`config.mk`:
```
export PLATFORM = sky130hd
export DESIGN_NAME = gpd_top
export DESIGN_NICKNAME = d
export VERILOG_FILES = /design/src/rtl/gpd_pkg.sv /design/src/rtl/gpd_top.sv /design/src/rtl/gpd_filter.sv
export VERILOG_INCLUDE_DIRS = /design/src /design/src/rtl
export SDC_FILE = /design/constraint.sdc
export NUM_CORES = 1
export LEC_CHECK = 0
export ABC_AREA = 1
export BUFFER_PORTS_ARGS = -buffer_cell sky130_fd_sc_hd__buf_2
export CORE_MARGIN = 2
export CORE_UTILIZATION = 36
export DETAILED_ROUTE_END_ITERATION = 7
export SLEW_MARGIN = 20
export SYNTH_ARGS = -nofsm -noshare
export SYNTH_HDL_FRONTEND = slang
export SYNTH_SLANG_ARGS = --single-unit
```
`constraint.sdc`:
```
create_clock -name clk -period 19 [get_ports clk]
set_clock_uncertainty 0.15 [all_clocks]
set_input_delay 0.95 -clock clk [delete_from_list [all_inputs] [get_ports clk]]
set_output_delay 0.95 -clock clk [all_outputs]
set_load 0.03 [all_outputs]
```
`src/rtl/gpd_consts.svh`:
```
`ifndef GPD_CONSTS_SVH
`define GPD_CONSTS_SVH
// ----------------------------------------
// Register addresses
// ----------------------------------------
`define GPD_A_P0_DATA 8'h80
`define GPD_A_P0_DIR 8'h89
`define GPD_A_P0_PU 8'hd4
`define GPD_A_P0_OD 8'h92
`define GPD_A_P0_FSEL 8'hed
`define GPD_A_P1_DATA 8'h88
`define GPD_A_P2_DATA 8'h90
`define GPD_A_P1_DIR 8'h91
`define GPD_A_P1_OD 8'h93
`define GPD_A_P2_OD 8'h94
`define GPD_A_P3_OD 8'h95
`define GPD_A_P4_OD 8'h96
`define GPD_A_P5_OD 8'h9a
`define GPD_A_P3_DATA 8'h98
`define GPD_A_P2_DIR 8'h99
`define GPD_A_P4_DATA 8'ha0
`define GPD_A_P3_DIR 8'ha1
`define GPD_A_P5_DATA 8'hb0
`define GPD_A_P4_DIR 8'hb1
`define GPD_A_P5_DIR 8'hb9
`define GPD_A_P1_PU 8'hd5
`define GPD_A_P2_PU 8'hd6
`define GPD_A_P3_PU 8'hd7
`define GPD_A_P4_PU 8'hda
`define GPD_A_P5_PU 8'hdb
`define GPD_A_P0_DB 8'he9
`define GPD_A_P1_DB 8'hea
`define GPD_A_P2_FSEL 8'hee
`define GPD_A_P3_FSEL 8'hef
`define GPD_A_P4_FSEL 8'hf1
`define GPD_A_P5_FSEL 8'hf2
// ----------------------------------------
// Fields and values
// ----------------------------------------
`define GPD_RST_BYTE 8'h00
`define GPD_PORT0_DEBOUNCE_CONTROL_MASK 8'hc3
`define GPD_P0FSEL_MASK 8'h3f
`define GPD_DEBOUNCE_CLOCK_SELECT_HI 7
`define GPD_DEBOUNCE_CLOCK_SELECT_LO 6
`define GPD_PIN5_EN_BIT 1
`define GPD_PIN0_EN_BIT 0
`define GPD_DIV_FX4 12'd4
`define GPD_DIV_FX4096 13'd4096
`define GPD_DB_COUNT 2'd3
`endif

```
`src/rtl/gpd_pkg.sv`:
```
package gpd_pkg;
  // Debounce clock select codes
  typedef enum logic [1:0] {
    GPD_DB_FX1 = 2'b00,
    GPD_DB_FX4 = 2'b01,
    GPD_DB_FX4096 = 2'b10,
    GPD_DB_RSVD = 2'b11
  } gpd_debounce_clock_select_type;
  typedef logic [7:0] gpd_byte_type;
endpackage

```
`src/rtl/gpd_top.sv`:
```
`timescale 1ns/10ps
`include "gpd_consts.svh"
module gpd_top
  import gpd_pkg::*;
#(
  parameter int NPORT = 6,
  parameter int SLOW_DIV = 4096
)(
  input wire logic clk,
  input wire logic arst_n,
  input wire logic [7:0] sfr_addr,
  input wire logic [7:0] sfr_wdata,
  input wire logic sfr_wr,
  input wire logic sfr_rd,
  output logic [7:0] sfr_rdata,
  input wire logic stop_mode,
  input wire logic [8*NPORT-1:0] pin_in,
  output logic [8*NPORT-1:0] pin_out,
  output logic [8*NPORT-1:0] pin_oe,
  output logic [8*NPORT-1:0] pin_pullup,
  output logic [8*NPORT-1:0] pin_func_sel,
  output logic [7:0] key_wake_inputs
);
  // ----------------------------------------
  // Reset release
  // ----------------------------------------
  logic rst_meta_q, rst_n_q;
  always_ff @(posedge clk or negedge arst_n) begin
    if (!arst_n) begin
      rst_meta_q <= 1'b0;
      rst_n_q <= 1'b0;
    end else begin
      rst_meta_q <= 1'b1;
      rst_n_q <= rst_meta_q;
    end
  end

  // ----------------------------------------
  // State
  // ----------------------------------------
  typedef struct packed {
    logic [NPORT-1:0][7:0] data;
    logic [NPORT-1:0][7:0] dir;
    logic [NPORT-1:0][7:0] pu;
    logic [NPORT-1:0][7:0] od;
    logic [NPORT-1:0][7:0] fsel;
    logic [7:0] port0_debounce_control;
    logic [7:0] port1_debounce_enables;
    logic [11:0] div;
    logic tick;
    logic [7:0] rdata;
    logic [NPORT-1:0][7:0] o;
    logic [NPORT-1:0][7:0] oe;
    logic [NPORT-1:0][7:0] pull;
    logic [7:0] key;
  } gpd_state_type;
  gpd_state_type s_q, s_d;

  // Net, since each bit has its own driver in the generate below
  wire logic [NPORT-1:0][7:0] filt_lv;
  gpd_debounce_clock_select_type dbsel;
  assign dbsel = gpd_debounce_clock_select_type'(s_q.port0_debounce_control[`GPD_DEBOUNCE_CLOCK_SELECT_HI:`GPD_DEBOUNCE_CLOCK_SELECT_LO]);

  // ----------------------------------------
  // Debounce filters: port 0 pins 0, 5 and all of port 1
  // ----------------------------------------
  genvar gp, gb;
  generate
    for (gp = 0; gp < NPORT; gp++) begin : g_port
      for (gb = 0; gb < 8; gb++) begin : g_bit
        if ((gp == 0 && (gb == 0 || gb == 5)) || gp == 1) begin : g_db
          logic en;
          if (gp == 1) begin : g_p1
            assign en = s_q.port1_debounce_enables[gb];
          end else if (gb == 5) begin : g_p05
            assign en = s_q.port0_debounce_control[`GPD_PIN5_EN_BIT];
          end else begin : g_p00
            assign en = s_q.port0_debounce_control[`GPD_PIN0_EN_BIT];
          end
          gpd_filter u_filt (
            .clk(clk),
            .rst_n(rst_n_q),
            .pin_in(pin_in[8*gp+gb]),
            .sample_en(s_q.tick),
            .filter_en(en),
            .stop_mode(stop_mode),
            .pin_out(filt_lv[gp][gb])
          );
        end else begin : g_raw
          assign filt_lv[gp][gb] = pin_in[8*gp+gb];
        end
      end
    end
  endgenerate

  // Read value: output pins show the latch, inputs show filtered level
  function automatic logic [7:0] port_read(input logic [7:0] d, input logic [7:0] dr, input logic [7:0] lv);
    port_read = (d & dr) | (lv & ~dr);
  endfunction

  // ----------------------------------------
  // Next state
  // ----------------------------------------
  always_comb begin
    s_d = s_q;
    // Sample tick divider; reserved code gives no ticks so filters just hold
    s_d.tick = 1'b0;
    case (dbsel)
      GPD_DB_FX1: begin
        s_d.tick = 1'b1;
        s_d.div = 12'd0;
      end
      GPD_DB_FX4: begin
        s_d.tick = (s_q.div >= `GPD_DIV_FX4 - 12'd1);
        s_d.div = s_d.tick ? 12'd0 : s_q.div + 12'd1;
      end
      GPD_DB_FX4096: begin
        s_d.tick = (s_q.div >= 12'(SLOW_DIV - 1));
        s_d.div = s_d.tick ? 12'd0 : s_q.div + 12'd1;
      end
      default: begin
        s_d.div = 12'd0;
      end
    endcase
    // Register writes
    if (sfr_wr) begin
      for (int p = 0; p < NPORT; p++) begin
        if (sfr_addr == port_addr(p, 0)) s_d.data[p] = sfr_wdata;
        if (sfr_addr == port_addr(p, 1)) s_d.dir[p] = sfr_wdata;
        if (sfr_addr == port_addr(p, 2)) s_d.pu[p] = sfr_wdata;
        if (sfr_addr == port_addr(p, 3)) s_d.od[p] = sfr_wdata;
        if (p != 1 && sfr_addr == port_addr(p, 4)) begin
          s_d.fsel[p] = (p == 0) ? (sfr_wdata & `GPD_P0FSEL_MASK) : sfr_wdata;
        end
      end
      if (sfr_addr == `GPD_A_P0_DB) s_d.port0_debounce_control = sfr_wdata & `GPD_PORT0_DEBOUNCE_CONTROL_MASK;
      if (sfr_addr == `GPD_A_P1_DB) s_d.port1_debounce_enables = sfr_wdata;
    end
    // Registered read data, unmapped reads zero
    s_d.rdata = `GPD_RST_BYTE;
    if (sfr_rd) begin
      for (int p = 0; p < NPORT; p++) begin
        if (sfr_addr == port_addr(p, 0)) s_d.rdata = port_read(s_q.data[p], s_q.dir[p], filt_lv[p]);
        if (sfr_addr == port_addr(p, 1)) s_d.rdata = s_q.dir[p];
        if (sfr_addr == port_addr(p, 2)) s_d.rdata = s_q.pu[p];
        if (sfr_addr == port_addr(p, 3)) s_d.rdata = s_q.od[p];
        if (p != 1 && sfr_addr == port_addr(p, 4)) s_d.rdata = s_q.fsel[p];
      end
      if (sfr_addr == `GPD_A_P0_DB) s_d.rdata = s_q.port0_debounce_control & `GPD_PORT0_DEBOUNCE_CONTROL_MASK;
      if (sfr_addr == `GPD_A_P1_DB) s_d.rdata = s_q.port1_debounce_enables;
    end
    // Pin drivers: open-drain drives only the low level
    for (int p = 0; p < NPORT; p++) begin
      s_d.o[p] = s_q.data[p] & ~s_q.od[p];
      s_d.oe[p] = s_q.dir[p] & ~(s_q.od[p] & s_q.data[p]);
      s_d.pull[p] = s_q.pu[p];
    end
    // Key inputs gated by direction; output pins read as idle high
    s_d.key = filt_lv[1] | s_q.dir[1];
  end

  // Address lookup per port and register kind
  function automatic logic [7:0] port_addr(input int p, input int k);
    logic [7:0] a;
    a = 8'hff;
    case (p)
      0: a = (k == 0) ? `GPD_A_P0_DATA : (k == 1) ? `GPD_A_P0_DIR : (k == 2) ? `GPD_A_P0_PU :
             (k == 3) ? `GPD_A_P0_OD : `GPD_A_P0_FSEL;
      1: a = (k == 0) ? `GPD_A_P1_DATA : (k == 1) ? `GPD_A_P1_DIR : (k == 2) ? `GPD_A_P1_PU :
             (k == 3) ? `GPD_A_P1_OD : 8'hff;
      2: a = (k == 0) ? `GPD_A_P2_DATA : (k == 1) ? `GPD_A_P2_DIR : (k == 2) ? `GPD_A_P2_PU :
             (k == 3) ? `GPD_A_P2_OD : `GPD_A_P2_FSEL;
      3: a = (k == 0) ? `GPD_A_P3_DATA : (k == 1) ? `GPD_A_P3_DIR : (k == 2) ? `GPD_A_P3_PU :
             (k == 3) ? `GPD_A_P3_OD : `GPD_A_P3_FSEL;
      4: a = (k == 0) ? `GPD_A_P4_DATA : (k == 1) ? `GPD_A_P4_DIR : (k == 2) ? `GPD_A_P4_PU :
             (k == 3) ? `GPD_A_P4_OD : `GPD_A_P4_FSEL;
      5: a = (k == 0) ? `GPD_A_P5_DATA : (k == 1) ? `GPD_A_P5_DIR : (k == 2) ? `GPD_A_P5_PU :
             (k == 3) ? `GPD_A_P5_OD : `GPD_A_P5_FSEL;
      default: a = 8'hff;
    endcase
    port_addr = a;
  endfunction

  // ----------------------------------------
  // Registers
  // ----------------------------------------
  // Everything clears, function selects included, so pins start as plain ports
  always_ff @(posedge clk or negedge rst_n_q) begin
    if (!rst_n_q) begin
      s_q <= '0;
    end else begin
      s_q <= s_d;
    end
  end

  assign sfr_rdata = s_q.rdata;
  assign pin_out = s_q.o;
  assign pin_oe = s_q.oe;
  assign pin_pullup = s_q.pull;
  assign pin_func_sel = s_q.fsel;
  assign key_wake_inputs = s_q.key;
endmodule // gpd_top

```
`src/rtl/gpd_filter.sv`:
```
`timescale 1ns/10ps
`include "gpd_consts.svh"
// Per-pin debounce filter: accepts a level after three equal samples
module gpd_filter
  import gpd_pkg::*;
(
  input wire logic clk,
  input wire logic rst_n,
  input wire logic pin_in,
  input wire logic sample_en,
  input wire logic filter_en,
  input wire logic stop_mode,
  output logic pin_out
);
  typedef struct packed {
    logic level;
    logic [1:0] cnt;
  } gpd_filt_type;
  gpd_filt_type s_q, s_d;
  // ----------------------------------------
  // Filter state
  // ----------------------------------------
  // Bypassed while disabled or in stop; count restarts so old samples never count
  always_comb begin
    s_d = s_q;
    if (!filter_en || stop_mode) begin
      s_d.level = pin_in;
      s_d.cnt = 2'd0;
    end else if (sample_en) begin
      if (pin_in == s_q.level) begin
        s_d.cnt = 2'd0;
      end else if (s_q.cnt == `GPD_DB_COUNT - 2'd1) begin
        s_d.level = pin_in;
        s_d.cnt = 2'd0;
      end else begin
        s_d.cnt = s_q.cnt + 2'd1;
      end
    end
  end
  always_ff @(posedge clk or negedge rst_n) begin
    if (!rst_n) begin
      s_q <= '0;
    end else begin
      s_q <= s_d;
    end
  end
  assign pin_out = s_q.level;
endmodule // gpd_filter

```
## Word-level counts from Yosys, hierarchy flattened

Cells that the tools add are included.

| storage, ports and cells | value |
|---|---|
| register bits | 447 |
| input port bits | 69 |
| output and inout port bits | 208 |
| logic and storage cells | 471 |

| cells by class | value |
|---|---|
| add/sub/neg operators | 11 |
| $lt $le $gt $ge | 2 |
| equality and inequality tests | 92 |
| multiplexer cells | 154 |
| bitwise logic cells | 55 |
| reduce and logical (&&, ||, !) cells | 82 |

Operators by type and width:

| kind | number |
|---|---|
| 8-bit 2-to-1 mux | 90 |
| 8-bit == test | 58 |
| 8-bit AND | 30 |
| 8-bit inverter | 18 |
| 2-bit AND reduction | 31 |
| 3-bit 2-to-1 mux | 20 |
| 8-bit bitwise OR | 7 |
| 2-bit 2-to-1 mux | 20 |
| 2-bit nonzero test | 20 |
| 3-bit AND reduction | 10 |
| 12-bit 2-to-1 mux | 2 |
| 12-bit case mux with 2 select lines | 1 |
| 2-bit == test, second input constant | 11 |
| 2-bit by 1-bit adder with 2-bit output, second input constant | 10 |
| 1-bit 2-to-1 mux | 20 |
| 2-bit by 1-bit inequality test with 1-bit output, second input constant | 10 |
| 8-bit == test, second input constant | 2 |
| 12-bit by 1-bit adder with 12-bit output, second input constant | 1 |
| 12-bit greater-or-equal comparator, second input constant | 1 |
| 12-bit by 2-bit greater-or-equal comparator with 1-bit output, second input constant | 1 |
| 1-bit == test | 10 |
| 1-bit logical NOT | 10 |
| 1-bit logical OR | 10 |
| 1-bit case mux with 3 select lines | 1 |
| other kinds (2) | 2 |

## Logic depth before layout (Yosys ltp)

| depth | value |
|---|---|
| word-level depth | 35 |
| gate-level depth with buffers | 25 |
| depth with buffers taken out | 25 |

## Cells and area by module

From an unflattened synthesis, not the netlist that was laid out.

| unflattened totals | value |
|---|---|
| cells, all modules | 2396 |
| area total of the unflattened synthesis | 20324.5 µm² |

By module, submodules not included:

| module | instances | cells an instance | area an instance (µm²) | sequential area each (µm²) |
|---|---|---|---|---|
| gpd_top | 1 | 2096 | 18485.2 | 10435.0 |
| gpd_filter | 10 | 30 | 183.9 | 75.1 |

## Least setup slack after synthesis

OpenSTA, ideal clock, no wires.

| timing path | value |
|---|---|
| path kind | in2reg |
| start point | in sfr_addr[5] |
| end point | reg s_q, in the netlist sfr_rdata[1] |
| library setup time | 113 ps |
| data arrival time | 2685 ps |
| data required time | 18737 ps |
| path slack | 16053 ps |
| stages | 22 |
| path buffers | 1 |
| path through | inv_2 > nand2_2 > nor2_8 > nand2_4 > buf_6 > or2_0 > nand2_1 > nand4_1 > nor2_1 > nand4_1 > nand2_1 > nand4_1 > nor2_1 > nand4_1 > nor2_1 > nand4_1 > nand2_1 > nand3_1 > nand2_1 > nand4_1 > nand2_1 > inv_1 |

RTL lines:

| element | line | text |
|---|---|---|
| start: declaration | gpd_top.sv:11 | `input wire logic [7:0] sfr_addr,` |
| end signal: assignment | gpd_top.sv:190 | `s_q <= '0;` |
| end signal: assignment | gpd_top.sv:192 | `s_q <= s_d;` |
| end: declaration | gpd_top.sv:57 | `gpd_state_type s_q, s_d;` |

==> reports/results.ini <==
[status]
outcome=complete, no violations

[placement]
place_inst=3039
io_buffers=266
placedInstanceArea_mm2=0.02066
dp_slack_ns=14.89
place_congestion=0.8877
dp_hpwl_um=44580

[route]
dr_total_vias=15280
remaining_drc_errors=0
ant_nets=0
wl_um=61640
routed_via_density=4.891
drt_iter0_markers=1274
dr.pass1.iters=6
routedWlPerCell_um=19.72

[synthesis]
netlist_area_mm2=0.02007
ys_seq_elements=447
async_flop_share=1.000
yosysWarnings=0
synth_simple_gate_area_frac=0.1866
synth_xor_xnor_area_share=0.005237
synth_adder_area_share=0.003117
synthMuxAreaShare=0
synth.distinct_cells=42
synth_top_family_by_area=simple AND/OR/NAND/NOR gates
synth_edf_count=0
ys_seq_area_frac=0.5573
syn_inst=2275
synth_compound_area_frac=0.1121
synth.avg_cell_area_um2=8.822
ys.flop_type=dfrtp_1

[layout]
finalNetCount=2415
final_util=0.4049
final_design_area_no_fill_mm2=0.02231
mostFrequentLayoutCells=nand2_1, dfrtp_1, o21ai_0, buf_2, inv_1
drive_gt1_frac=0.1756
syn_to_final_growth_pct=11.15
mostFrequentLayoutCell=nand2_1
final.fill_count=5556
final_cells=3125

[pwr]
leakage_nw=11.10
total_power_mw=2.200
powerDensity_mw_per_mm2=98.62
vdd_drop_max_mv=0.06611

[timing]
tightest_slew_ns=1.011
fin_crit_sh=0.1891
hold_slack_ns=0.1990
finalSetupViolCount=0
tns_ns=0
rsz0062_at_grt=no
final_hold_viol_count=0
finalCriticalPeriod_ns=3.594
fmax_mhz=278.3
drv_slew=0
timing.final.ws_setup_ns=15.41
max_slew_margin=0.3207

[global_route]
track_usage=0.2144
grt_first_pass_wirelength_um=92260
grt_pass1_vias=15060
grt_max_degree=154
grt_overflow=0
antenna_found_initial=4

[clocking]
cts.sinks=447
cts-root-buf=clkbuf_16
insertion_delay_ns=0.59
cts_tree=yes
post_cts_resized=0
clk_pin_slew_worst_paths_ns=0.06
cts_made_buffers=47
htreeDepth=2
cts_max_path_buffers=3

[die]
num_rows=86
core_mm2=0.05509
ios=277
die_h_um=240.1
start_util=0.3643
die_width_um=240.1
die_area_mm2=0.05766

[setup_path]
crit_required_ns=19.32
crit_fanout=9
worstPathArrival_ns=3.92
critPathKind=primary input to flop
crit_path_start_kind=primary input
regToRegSetupSlack_ns=16.07
cp-end-kind=flop

[job]
maxCapViolations=0

[hold_path]
hp-class=flop to flop

[synth_stat cells, drive strengths merged (15+ instances only)]
library cell,count,area share
nor3,15,0.0045
o21ai,288,0.072
o211ai,31,0.012
a21oi,57,0.014
inv,239,0.045
or2,31,0.0097
nand2,599,0.11
clkbuf,58,0.011
nand4,42,0.013
buf,213,0.079
nor2,139,0.030
dfrtp,447,0.56
nand3,50,0.012
[layout make-up]
| type | instances | area [µm²] | share of cell area |
|---|---|---|---|
| inverter | 240 | 900.9 | 0.04038 |
| clock inverter | 19 | 241.5 | 0.01083 |
| timing repair buffer | 279 | 1448 | 0.06489 |
| antenna | 2 | 5.005 | 0.0002244 |
| tap | 748 | 935.9 | 0.04195 |
| clock buffer | 64 | 1383 | 0.06198 |
| sequential | 447 | 11190 | 0.5016 |
| multi-input combinational | 1326 | 6205 | 0.2781 |
[cell families after synthesis]
logic type / after synthesis
buffers and inverters: 511
AND/OR/NAND/NOR: 884
flip-flops: 447
other: 2
adder cells (fa/ha/maj): 5
AO/OA/AOI/OAI: 414
XOR/XNOR: 12
[timing repair]
item	CTS	global route
hold endpoints to repair	2	0
setup buffers	0	0
hold buffers	1	0
[sequential cells by signal (all words and copies together) (netlist names)]
register / flops
rst_meta_q: 1
g_port.g_bit.g_db.en: 10
dbsel: 2
g_port.g_bit.g_db.u_filt.pin_out: 10
s_d: 48
g_port.g_bit.g_db.u_filt.s_q: 20
pin_out: 48
key_wake_inputs: 8
pin_pullup: 48
pin_func_sel: 38
pin_oe: 48
s_q: 157
sfr_rdata: 8
rst_n_q: 1
[worst max-delay path, cell delays in order]
cell,delay [ns]
buf_2,0.14
inv_2,0.10
nand2_4,0.09
nor2_1,0.22
inv_1,0.13
nor2_2,0.50
nand2_1,0.11
nand2_1,0.15
nand4_1,0.14
nor2_1,0.12
nand3_1,0.08
nand2_1,0.10
nand3_1,0.08
nand2_1,0.07
nand4_1,0.10
nor2_1,0.21
nand4_1,0.20
nor2_1,0.14
nand4_1,0.13
nand2_1,0.09
a21oi_1,0.06
[worst paths after layout]
check / end / from / cells after the start
worst max-delay path: sfr_rdata[3] / sfr_addr[1] / 21
worst min-delay path: rst_n_q / rst_meta_q / 0
worst max register to register: sfr_rdata[2] / s_q[335] / 23
worst min register to register: rst_n_q / rst_meta_q / 0
max in group asynchronous: pin_out[6] / rst_n_q / 2
min in group asynchronous: pin_oe[35] / rst_n_q / 0
[where the power goes]
| part | internal (mW) | switching [mW] | leakage (nW) |
|---|---|---|---|
| sequential | 1.00 | 0.0449 | 6.12 |
| clock | 0.578 | 0.396 | 0.806 |
| combinational | 0.0465 | 0.134 | 4.17 |
[per-layer routing]
| layer | vias to the layer above | part of all wire | global-route usage | wire (µm) |
|---|---|---|---|---|
| met2 | 521 | 0.47 | 0.3447 | 28810 |
| met5 | - | 0.00042 | 0 | 26 |
| li1 | 7198 | - | - | - |
| met4 | 4 | 0.037 | 0.08677 | 2250 |
| met3 | 118 | 0.056 | 0.03100 | 3437 |
| met1 | 7443 | 0.44 | 0.2914 | 27120 |
(Power assumes the default switching activity.)
